===== src/ffoc_defs.vh =====
// Constants for the flag offset configuration and fall-through flag block.
`ifndef FFOC_DEFS_VH
`define FFOC_DEFS_VH
`define FFOC_DW        18
`define FFOC_OW        11
`define FFOC_DEPTH     5'h08
`define FFOC_AW        3
`define FFOC_CW        4
`define FFOC_OFF_1023  11'h3ff
`define FFOC_OFF_511   11'h1ff
`define FFOC_OFF_255   11'h0ff
`define FFOC_OFF_127   11'h07f
`define FFOC_OFF_63    11'h03f
`define FFOC_OFF_31    11'h01f
`define FFOC_OFF_15    11'h00f
`define FFOC_OFF_7     11'h007
`define FFOC_OFF_3     11'h003
`endif


===== src/ffoc_top.v =====
// Offset configuration, fall-through buffer and its status flags.
`timescale 1ns/1ps
`include "ffoc_defs.vh"

module ffoc_fifo #(
  parameter DW = 18,
  parameter AW = 3,
  parameter CW = 4
) (
  input  wire          core_clk_i, // Clock.
  input  wire          rst_n_i,    // Synchronous reset, active low.
  input  wire          in_valid_i, // Write request.
  output wire          in_ready_o, // Room available.
  input  wire [DW-1:0] in_data_i,  // Write data.
  output wire          out_valid_o,// Word available.
  input  wire          out_ready_i,// Read request.
  output wire [DW-1:0] out_data_o, // Head word.
  output wire [CW-1:0] count_o     // Stored words.
);
  localparam integer DEPTH = 1 << AW;
  reg [DW-1:0] mem [0:(1<<AW)-1];
  reg [AW-1:0] wp_r;
  reg [AW-1:0] rp_r;
  reg [CW-1:0] cnt_r;
  wire         wr;
  wire         rd;
  assign in_ready_o  = (cnt_r != DEPTH[CW-1:0]);
  assign out_valid_o = (cnt_r != {CW{1'b0}});
  assign wr          = in_valid_i & in_ready_o;
  assign rd          = out_ready_i & out_valid_o;
  assign out_data_o  = mem[rp_r];
  assign count_o     = cnt_r;
  always @(posedge core_clk_i) begin
    if (wr) begin
      mem[wp_r] <= in_data_i;
    end
    if (!rst_n_i) begin
      wp_r  <= {AW{1'b0}};
      rp_r  <= {AW{1'b0}};
      cnt_r <= {CW{1'b0}};
    end else begin
      if (wr) begin
        wp_r <= wp_r + 1'b1;
      end
      if (rd) begin
        rp_r <= rp_r + 1'b1;
      end
      if (wr && !rd) begin
        cnt_r <= cnt_r + 1'b1;
      end else if (rd && !wr) begin
        cnt_r <= cnt_r - 1'b1;
      end
    end
  end
endmodule // ffoc_fifo

// Delay chain for one status flag; clear loads the flag's idle level.
module ffoc_dly #(
  parameter       N    = 2,
  parameter [0:0] INIT = 1'b0
) (
  input  wire core_clk_i, // Clock.
  input  wire clr_i,      // Load idle level, active high.
  input  wire d_i,        // Flag in.
  output wire q_o         // Flag after N stages.
);
  reg [N-1:0] sr_r;
  always @(posedge core_clk_i) begin
    if (clr_i) begin
      sr_r <= {N{INIT}};
    end else begin
      sr_r <= {sr_r[N-2:0], d_i};
    end
  end
  assign q_o = sr_r[N-1];
endmodule // ffoc_dly

module ffoc_top (
  input  wire                 core_clk_i,        // Clock, 50 MHz.
  input  wire                 rst_n_i,           // Sync reset, active low.
  input  wire                 master_reset_n_i,  // Master reset, low.
  input  wire                 load_method_select_i, // Load method pin.
  input  wire                 offset_select_hi_i,   // Offset select high.
  input  wire                 offset_select_lo_i,   // Offset select low.
  input  wire                 small_capacity_i,  // Smallest capacity part.
  input  wire                 narrow_mode_i,     // Narrow in, narrow out.
  input  wire                 wr_en_i,           // Write request.
  input  wire [`FFOC_DW-1:0]  wr_data_i,         // Write data.
  input  wire                 rd_en_i,           // Read request.
  input  wire                 prog_en_i,         // Parallel offset write.
  input  wire                 prog_sel_full_i,   // 1 full, 0 empty offset.
  input  wire [`FFOC_OW-1:0]  prog_value_i,      // Offset value.
  input  wire                 offset_read_i,     // Show offsets on bus.
  output reg  [`FFOC_DW-1:0]  parallel_output_bus_o, // Data or offset.
  output reg                  input_ready_flag_o,    // High when full.
  output reg                  output_ready_flag_o,   // High when empty.
  output reg                  almost_empty_flag_o,   // Low when near empty.
  output reg                  almost_full_flag_o,    // Low when near full.
  output reg                  serial_mode_o          // Serial programming.
);
  reg  [`FFOC_OW-1:0] empty_off_r;
  reg  [`FFOC_OW-1:0] full_off_r;
  reg  [`FFOC_OW-1:0] dflt;
  wire                flag_clr;
  wire                inrdy_dly;
  wire                outrdy_dly;
  wire                fifo_in_ready;
  wire                fifo_out_valid;
  wire [`FFOC_DW-1:0] fifo_data;
  wire [`FFOC_CW-1:0] count;
  wire                load_ok;
  wire                wr_go;
  wire                rd_go;
  wire [`FFOC_CW:0]   cnt_w;
  wire [`FFOC_CW:0]   cap_w;
  wire                prog_ok;

  // Host keeps load select high to move data; low gates the data ports.
  assign load_ok = load_method_select_i;
  assign wr_go   = wr_en_i & load_ok & master_reset_n_i;
  assign rd_go   = rd_en_i & load_ok & master_reset_n_i & ~offset_read_i;
  assign cnt_w   = {1'b0, count};
  // Either reset returns the flag chains to their idle levels.
  assign flag_clr = ~rst_n_i | ~master_reset_n_i;
  assign cap_w   = `FFOC_DEPTH;
  // Programmed values of the depth or more are dropped; the offsets loaded
  // at either reset are not checked against the depth.
  assign prog_ok = prog_en_i & ~serial_mode_o & master_reset_n_i &
                   ({{(`FFOC_CW+1){1'b0}}, prog_value_i} < cap_w);

  // Depth words live in the memory; the head word is read from it directly.
  ffoc_fifo #(
    .DW (`FFOC_DW),
    .AW (`FFOC_AW),
    .CW (`FFOC_CW)
  ) u_fifo (
    .core_clk_i  (core_clk_i),
    .rst_n_i     (rst_n_i & master_reset_n_i),
    .in_valid_i  (wr_go),
    .in_ready_o  (fifo_in_ready),
    .in_data_i   (wr_data_i),
    .out_valid_o (fifo_out_valid),
    .out_ready_i (rd_go),
    .out_data_o  (fifo_data),
    .count_o     (count)
  );

  // Each chain is followed by the output flop, so a pin lags the buffer
  // state by one cycle more than its chain; the host must allow for the
  // extra cycle before trusting a flag after a write or read.
  ffoc_dly #(
    .N    (2),
    .INIT (1'b0)
  ) u_inrdy_dly (
    .core_clk_i (core_clk_i),
    .clr_i      (flag_clr),
    .d_i        (~fifo_in_ready),
    .q_o        (inrdy_dly)
  );

  ffoc_dly #(
    .N    (3),
    .INIT (1'b1)
  ) u_outrdy_dly (
    .core_clk_i (core_clk_i),
    .clr_i      (flag_clr),
    .d_i        (~fifo_out_valid),
    .q_o        (outrdy_dly)
  );

  always @* begin
    case ({load_method_select_i, offset_select_hi_i, offset_select_lo_i})
      3'b010:  dflt = `FFOC_OFF_511;
      3'b001:  dflt = `FFOC_OFF_255;
      3'b000:  dflt = `FFOC_OFF_127;
      3'b011:  dflt = `FFOC_OFF_63;
      3'b100:  dflt = !small_capacity_i ? `FFOC_OFF_1023 :
                      (narrow_mode_i ? `FFOC_OFF_1023 : `FFOC_OFF_31);
      3'b110:  dflt = (small_capacity_i && !narrow_mode_i) ?
                      `FFOC_OFF_15 : `FFOC_OFF_31;
      3'b101:  dflt = (small_capacity_i && !narrow_mode_i) ?
                      `FFOC_OFF_7 : `FFOC_OFF_15;
      3'b111:  dflt = (small_capacity_i && !narrow_mode_i) ?
                      `FFOC_OFF_3 : `FFOC_OFF_7;
      default: dflt = `FFOC_OFF_127;
    endcase
  end

  always @(posedge core_clk_i) begin
    if (!rst_n_i) begin
      empty_off_r <= `FFOC_OFF_127;
      full_off_r  <= `FFOC_OFF_127;
      serial_mode_o <= 1'b0;
    end else if (!master_reset_n_i) begin
      empty_off_r   <= dflt;
      full_off_r    <= dflt;
      serial_mode_o <= load_method_select_i;
    end else if (prog_ok) begin
      if (prog_sel_full_i) begin
        full_off_r <= prog_value_i;
      end else begin
        empty_off_r <= prog_value_i;
      end
    end
  end

  always @(posedge core_clk_i) begin
    if (flag_clr) begin
      input_ready_flag_o    <= 1'b0;
      output_ready_flag_o   <= 1'b1;
      almost_empty_flag_o   <= 1'b0;
      almost_full_flag_o    <= 1'b1;
      parallel_output_bus_o <= {`FFOC_DW{1'b0}};
    end else begin
      // Full raises input-ready, the first read from full drops it.
      input_ready_flag_o <= inrdy_dly;
      // Empty raises output-ready, the first write drops it.
      output_ready_flag_o <= outrdy_dly;
      almost_empty_flag_o <=
        (cnt_w > ({2'b00, empty_off_r[`FFOC_CW-1:0]} + 5'h01));
      almost_full_flag_o <=
        (cnt_w < (cap_w - {2'b00, full_off_r[`FFOC_CW-1:0]}));
      if (offset_read_i) begin
        parallel_output_bus_o <= prog_sel_full_i ?
          {7'h00, full_off_r} : {7'h00, empty_off_r};
      end else begin
        parallel_output_bus_o <= fifo_data;
      end
    end
  end
endmodule // ffoc_top


===== config.mk =====
export PLATFORM = sky130hd
export DESIGN_NAME = ffoc_top
export DESIGN_NICKNAME = d
export VERILOG_FILES = /design/src/ffoc_top.v
export VERILOG_INCLUDE_DIRS = /design/src
export SDC_FILE = /design/constraint.sdc
export NUM_CORES = 1
export LEC_CHECK = 0
export ABC_AREA = 1
export BUFFER_PORTS_ARGS = -buffer_cell sky130_fd_sc_hd__buf_4
export CAP_MARGIN = 20
export CORE_MARGIN = 3
export CORE_UTILIZATION = 23
export CTS_CLUSTER_SIZE = 14
export DETAILED_ROUTE_END_ITERATION = 8
export PLACE_DENSITY = 0.45
export SLEW_MARGIN = 30
export SYNTH_ARGS = -nofsm -noshare
export SYNTH_HDL_FRONTEND = slang
export SYNTH_SLANG_ARGS = --single-unit

===== constraint.sdc =====
create_clock -name core_clk_i -period 3.5 [get_ports core_clk_i]
set_input_delay 0.7 -clock core_clk_i [delete_from_list [all_inputs] [get_ports core_clk_i]]
set_output_delay 0.7 -clock core_clk_i [all_outputs]
set_load 0.02 [all_outputs]

# After elaboration in Yosys (flattened, before gate mapping)
# Memories as Yosys holds them, arrays and structs flattened. A register that Yosys moved wholly into a read port is not among the register bits.
# Index checks and enable logic that the tools add are counted.
op_classes:
  addsub: 6
  n_lt_le_gt_ge: 3
  bitwise: 18
  reduce_logical: 11
  muxes: 20
  eq_ne: 11
op_table:
  columns: ["op", "count"]
  rows:
  - ["one-hot mux 11 bit (8 select lines)", 1]
  - ["two-way mux 11 bit", 7]
  - ["two-way mux 10 bit", 2]
  - ["two-way mux 18 bit", 1]
  - ["== test 3 bit (second input constant)", 4]
  - ["two-way mux 4 bit", 3]
  - ["bitwise AND 1 bit", 11]
  - ["< comparator 11 x 4 -> 1 bit (second input constant)", 1]
  - ["two-way mux 3 bit", 3]
  - ["adder 3 x 1 -> 3 bit (second input constant)", 2]
  - ["== test 3 x 2 -> 1 bit (second input constant)", 2]
  - ["< comparator 4 x 6 -> 1 bit", 1]
  - ["inverter 1 bit", 6]
  - ["adder 4 x 1 -> 5 bit (second input constant)", 1]
  - ["> comparator 4 x 5 -> 1 bit", 1]
  - ["two-way mux 5 bit", 1]
  - ["subtractor 4 x 4 -> 5 bit (first input constant)", 1]
  - ["adder 4 x 1 -> 4 bit (second input constant)", 1]
  - ["inequality test 2 x 1 -> 1 bit (second input constant)", 2]
  - ["inequality test 4 bit (second input constant)", 1]
  - ["AND reduction 2 bit", 2]
  - ["nonzero test 4 bit", 1]
  - ["subtractor 4 x 1 -> 4 bit (second input constant)", 1]
  - ["== test 3 x 1 -> 1 bit (second input constant)", 1]
  - ["7 further kinds", 12]
word_totals:
  output_inout_bits: 23
  mem_bits_rw: 144
  word_cells: 83
  memories: 1
  in_bits: 42
  regBits: 60
mem_list:
  columns: ["name", "depth", "width", "rd", "rd_ports_with_merged_regs", "write_ports", "line", "rtl"]
  rows:
  - ["u_fifo.mem", 8, 18, 1, 1, 1, "ffoc_top.v:21", "reg [DW-1:0] mem [0:(1<<AW)-1];"]

# Depth between registers and ports, before layout
logic_depth:
  depth_word: 7
  mapped_depth: 15
  depth_no_buf: 14

# Hierarchy
# Synthesis repeated with hierarchy kept, for this count alone.
unflattened:
  hier_cells: 853
  hier_area_um2: 8667.1
by_module_without_submodules:
  columns: ["mod", "cells_each", "area_each_um2", "instances", "seq_area_each_um2"]
  rows:
  - ["ffoc_fifo", 536, 6368.6, 1, 4584.4]
  - ["ffoc_top", 301, 2154.6, 1, 900.9]
  - ["ffoc_dly (u_outrdy_dly)", 10, 88.8, 1, 60.1]
  - ["ffoc_dly (u_inrdy_dly)", 6, 55.1, 1, 40.0]

# Worst setup path before layout
# Ideal clock, no wire load.
synth_path:
  path_type: "input to register"
  startpoint: "input port master_reset_n_i"
  endpoint: "memory u_fifo.mem[2][0] (enable)"
  t_arrival_ns: 2.873
  stages: 5
  n_path_buf: 1
  slack_ns: 0.188
  path_cell_list: "buf_4 -> nand2_2 -> nor2_1 -> nand2_2 -> nor4_1"
synth_between:
  elab_chain_cells: 4
synth_rtl:
  columns: ["item", "line", "rtl"]
  rows:
  - ["from (decl)", "ffoc_top.v:81", "input wire master_reset_n_i,"]
  - ["bitwise AND 1 bit", "ffoc_top.v:120", "assign wr_go = wr_en_i & load_ok & master_reset_n_i;"]
  - ["bitwise AND 1 bit", "ffoc_top.v:29", "assign wr = in_valid_i & in_ready_o;"]
  - ["two-way mux 1 bit", "ffoc_top.v:34", "if (wr) begin"]
  - ["two-way mux 1 bit (implied by the code)", "ffoc_top.v:35", "mem[wp_r] <= in_data_i;"]
  - ["to (decl)", "ffoc_top.v:21", null]
# Every way passes these cells.

# Final worst setup path
layout_path:
  startpoint: "register u_fifo.cnt_r[1] (netlist: u_fifo.count_o[1])"
  endpoint: "register u_fifo.cnt_r[3] (netlist: u_fifo.count_o[3])"
layout_between:
  elab_chain_cells: 5
  elab_cells_between_ends: 13
  classes_between: "add/sub (2); eq/ne (1); mux (2); bitwise (2); reduce/logical (6)"
layout_rtl:
  columns: ["item", "line", "rtl"]
  rows:
  - ["from (decl)", "ffoc_top.v:24", "reg [CW-1:0] cnt_r;"]
  - ["from (signal assigned)", "ffoc_top.v:40", "cnt_r <= {CW{1'b0}};"]
  - ["from (signal assigned)", "ffoc_top.v:49", "cnt_r <= cnt_r + 1'b1;"]
  - ["from (signal assigned)", "ffoc_top.v:51", "cnt_r <= cnt_r - 1'b1;"]
  - ["inequality test 4 bit *", "ffoc_top.v:27", "assign in_ready_o = (cnt_r != DEPTH[CW-1:0]);"]
  - ["bitwise AND 1 bit *", "ffoc_top.v:29", null]
  - ["net u_fifo.wr", "ffoc_top.v:25", "wire wr;"]
  - ["logical NOT 1 bit", "ffoc_top.v:50", "end else if (rd && !wr) begin"]
  - ["logical AND 1 bit", "ffoc_top.v:50", null]
  - ["nonzero test 2 bit (no source line)", null, null]
# The timed path passes the listed nets; every way through them passes the cells marked *. The select of a mux whose other input is x is not followed.
# A chain may end at the register's enable or synchronous reset.

==> results.yml <==
sta:
  layout_setup_ws_ns: 1.20
  maxSlewViolCount: 0
  post-route-period-util_pct: 65.7
  finClkSkew_ns: 0.0150
  slew_headroom_pct: 50.9
  max_clock_freq_mhz: 435
  worstMarginPinSlew_ns: 0.731
  setup_viol: 0
  final_period_minus_worst_setup_slack_ns: 2.30
  setup_repair_after_global_routing_missed_its_margin: "no"
  finalHoldViolations: 0
  worst_hold_slack_ns: 0.406
  tns_ns: 0
cells_and_area:
  drive_above_1_share_pct: 15.8
  num-nets-final: 936
  fill_cells: 3819
  antennaDiodeCount: 0
  layout_stage_area_growth_over_the_synthesis_result_pct: 20.0
  layoutNonFillerInstCount: 1365
cts:
  numCtsBuffers: 24
  clkSinkCount: 207
  cts.path.max_buffers: 3
  number_of_hold_repair_buffers_added_at_the_cts_stage: 0
  cts-root-buf: "sky130_fd_sc_hd__clkbuf_16"
  postCtsSetupBuffers: 0
  cts_tree: "built"
  htree_num_levels: 1
  clk_pin_slew_ns: 0.06
  post_cts_resized: 0
  clk-insertion-delay-late_ns: 0.53
synth:
  post_syn_nets: 873
  postSynthAreaPerCell_sq_um: 10.5
  synth_area_sq_um: 8550
  synth.top_cells.by_area: "sky130_fd_sc_hd__edfxtp_1, sky130_fd_sc_hd__dfxtp_1, sky130_fd_sc_hd__nand2_1"
  post-synth-top-area-fraction_pct: 50.6
  synth_enable_flop_cells: 144
  netlist.top_cell.by_area: "sky130_fd_sc_hd__edfxtp_1"
  yosys_warnings: 0
  yosysUniqueCellTypes: 35
  netlist_top_cells_count: "sky130_fd_sc_hd__nand2_1, sky130_fd_sc_hd__edfxtp_1, sky130_fd_sc_hd__nor2_1, sky130_fd_sc_hd__nand3_1, sky130_fd_sc_hd__dfxtp_1"
  ys_ff_latch: 207
  synth-async-reset-ratio_pct: 0
  postSynthCellCount: 816
  synth-main-ff-cell: "sky130_fd_sc_hd__edfxtp_1"
  synthMostInstantiatedCell: "sky130_fd_sc_hd__nand2_1"
  yosysSeqAreaShare_pct: 65.3
routing:
  vias: 5734
  drt_pre_antenna_iters: 4
  routed_wl_mm: 21.2
  viasPerCell: 4.20
  antenna_left: 0
  dr.first_iter.drc_count: 333
  wire_per_inst_microns: 15.6
  detail_route.drc_violations: 0
floorplanning:
  fp-row-count: 70
  core_area_sq_um: 36600
  ios: 65
  die_w_microns: 199
  floorplan.initialDensity_pct: 23.4
  die_y_microns: 199
  dieArea_sq_um: 39500
place:
  place_ws_ns: 0.725
  place.detailed.hpwl_mm: 12.9
  port_buffers: 64
  placed_cells_incl_taps: 1321
  place.gp.congestion: 0.771
global_route:
  pin_count_of_the_biggest_net_entering_global_routing: 67
  global_route.overflow_total: 0
  via_count_of_the_first_global_routing_pass: 5513
  grt_pass1_wl_mm: 32.8
  grt_use_total_pct: 10.6
  grt_antenna_before_repair: 0
worst_setup_path:
  critical_path_required_ns: 3.95
  critPathMaxFanout: 7
  setup.worst_path.start_class: "flip-flop"
  critical_path_arrival_ns: 2.75
  timing.setup.critical_path_class: "flip-flop to flip-flop"
  critical_path.endpoint_type: "flip-flop"
power:
  irDropWorstVdd_uv: 322
  p_per_area_nw_per_um2: 523
  post-layout-total-power_uw: 5370
  leakagePower_uw: 0.00389
job:
  drv.max_cap_violation_count: 0
hold_path:
  hold_path.class: "flip-flop to flip-flop"
run_status:
  status: "finished, final reports clean"
[where the power goes]
part	internal (uW)	leakage, uW	switching [uW]	total (uW)
logic	96.6	0.00170	154	251
registers	2650	0.00181	21.5	2670
clock network	1440	0.000382	1010	2440
total	4180	0.00389	1180	5370
[state kept, by name (all words and copies together) (netlist names), 3 cells and up, named ones only]
| register | cells |
|---|---|
| empty_off_r | 11 |
| full_off_r | 11 |
| parallel_output_bus_o | 18 |
| u_fifo.count_o | 4 |
| u_fifo.mem | 144 |
| u_fifo.rp_r | 3 |
| u_fifo.wp_r | 3 |
| u_outrdy_dly.sr_r | 3 |
[layer usage]
layer | track usage (%) | share of wire [%]
met2 | 17.2 | 45
met5 | 0 | 0
met1 | 14.8 | 49
met4 | 2.34 | 2.0
met3 | 1.91 | 4.5
[cells in the final DEF (no fill, tap or decap), types with 3 or more instances in the layout]
cell	netlist	layout
sky130_fd_sc_hd__dfxtp_1	63	62
sky130_fd_sc_hd__nor3_2	1	3
sky130_fd_sc_hd__nand2_2	3	3
sky130_fd_sc_hd__ha_1	14	14
sky130_fd_sc_hd__edfxtp_1	144	144
sky130_fd_sc_hd__xor2_1	6	6
sky130_fd_sc_hd__nor2_1	83	80
sky130_fd_sc_hd__clkbuf_16	0	25
sky130_fd_sc_hd__o21ai_1	23	23
sky130_fd_sc_hd__o211ai_1	16	16
sky130_fd_sc_hd__nand2_1	191	191
sky130_fd_sc_hd__clkinv_2	0	5
sky130_fd_sc_hd__or2_2	6	6
sky130_fd_sc_hd__a21oi_1	37	37
sky130_fd_sc_hd__nand4_1	3	3
sky130_fd_sc_hd__o21ai_0	41	41
sky130_fd_sc_hd__buf_4	7	75
sky130_fd_sc_hd__nand3_1	71	71
sky130_fd_sc_hd__clkbuf_1	4	7
sky130_fd_sc_hd__nor2_2	2	5
sky130_fd_sc_hd__o22ai_1	7	7
sky130_fd_sc_hd__inv_1	44	44
sky130_fd_sc_hd__inv_2	4	4
sky130_fd_sc_hd__inv_4	3	3
[path summary, 6_finish.rpt]
path              slack (ns)                        endpoint                           start  cells past startpoint
setup / recovery        1.20  u_fifo.count_o[3]$_SDFFE_PN0P_  u_fifo.count_o[1]$_SDFFE_PN0P_                     13
hold / removal          0.41   input_ready_flag_o$_SDFF_PN0_  u_inrdy_dly.sr_r[1]$_SDFF_PN0_                      2
hold reg to reg         0.41   input_ready_flag_o$_SDFF_PN0_  u_inrdy_dly.sr_r[1]$_SDFF_PN0_                      2
setup reg to reg        1.20  u_fifo.count_o[3]$_SDFFE_PN0P_  u_fifo.count_o[1]$_SDFFE_PN0P_                     13
[cell families after synthesis]
logic type      after synthesis  share of synthesized area (%)
fa+ha+maj                    15                           2.28
simple gates                369                           18.0
xor+xnor                      8                          0.819
flops                       207                           65.3
compound gates              126                           8.03
buf+inv                      91                           5.60
[cell type report]
class,count,area [sq um],area share [%]
flip-flops and latches,207,5590,54.4
multi-input cells,518,2520,24.6
clock buffers,34,679,6.62
well taps,468,586,5.70
repair buffers,76,583,5.68
inverters,52,203,1.97
clock inverters,10,105,1.02
[worst max-delay path: stages, from the launching register on]
cell and delay [ns]:
sky130_fd_sc_hd__dfxtp_1 0.47, sky130_fd_sc_hd__nor2_1 0.09, sky130_fd_sc_hd__nand3_1 0.11, sky130_fd_sc_hd__nand2_2 0.15
sky130_fd_sc_hd__inv_2 0.14, sky130_fd_sc_hd__ha_1 0.23, sky130_fd_sc_hd__inv_1 0.11, sky130_fd_sc_hd__ha_1 0.30
sky130_fd_sc_hd__or2_2 0.31, sky130_fd_sc_hd__nand2_1 0.07, sky130_fd_sc_hd__nand2_1 0.04, sky130_fd_sc_hd__nand2_1 0.06
sky130_fd_sc_hd__nand2_1 0.05, sky130_fd_sc_hd__a21oi_1 0.11
[per-stage QoR]
| step | instance area (sq um) | util (%) |
|---|---|---|
| detailed placement | 9480 | 25.9 |
| global route | 10300 | 28.0 |
| finish | 10300 | 28.0 |
| floorplan | 8550 | - |
| global placement | 9480 | 25.9 |
| CTS | 10300 | 28.0 |
(Power assumes the default switching activity.)
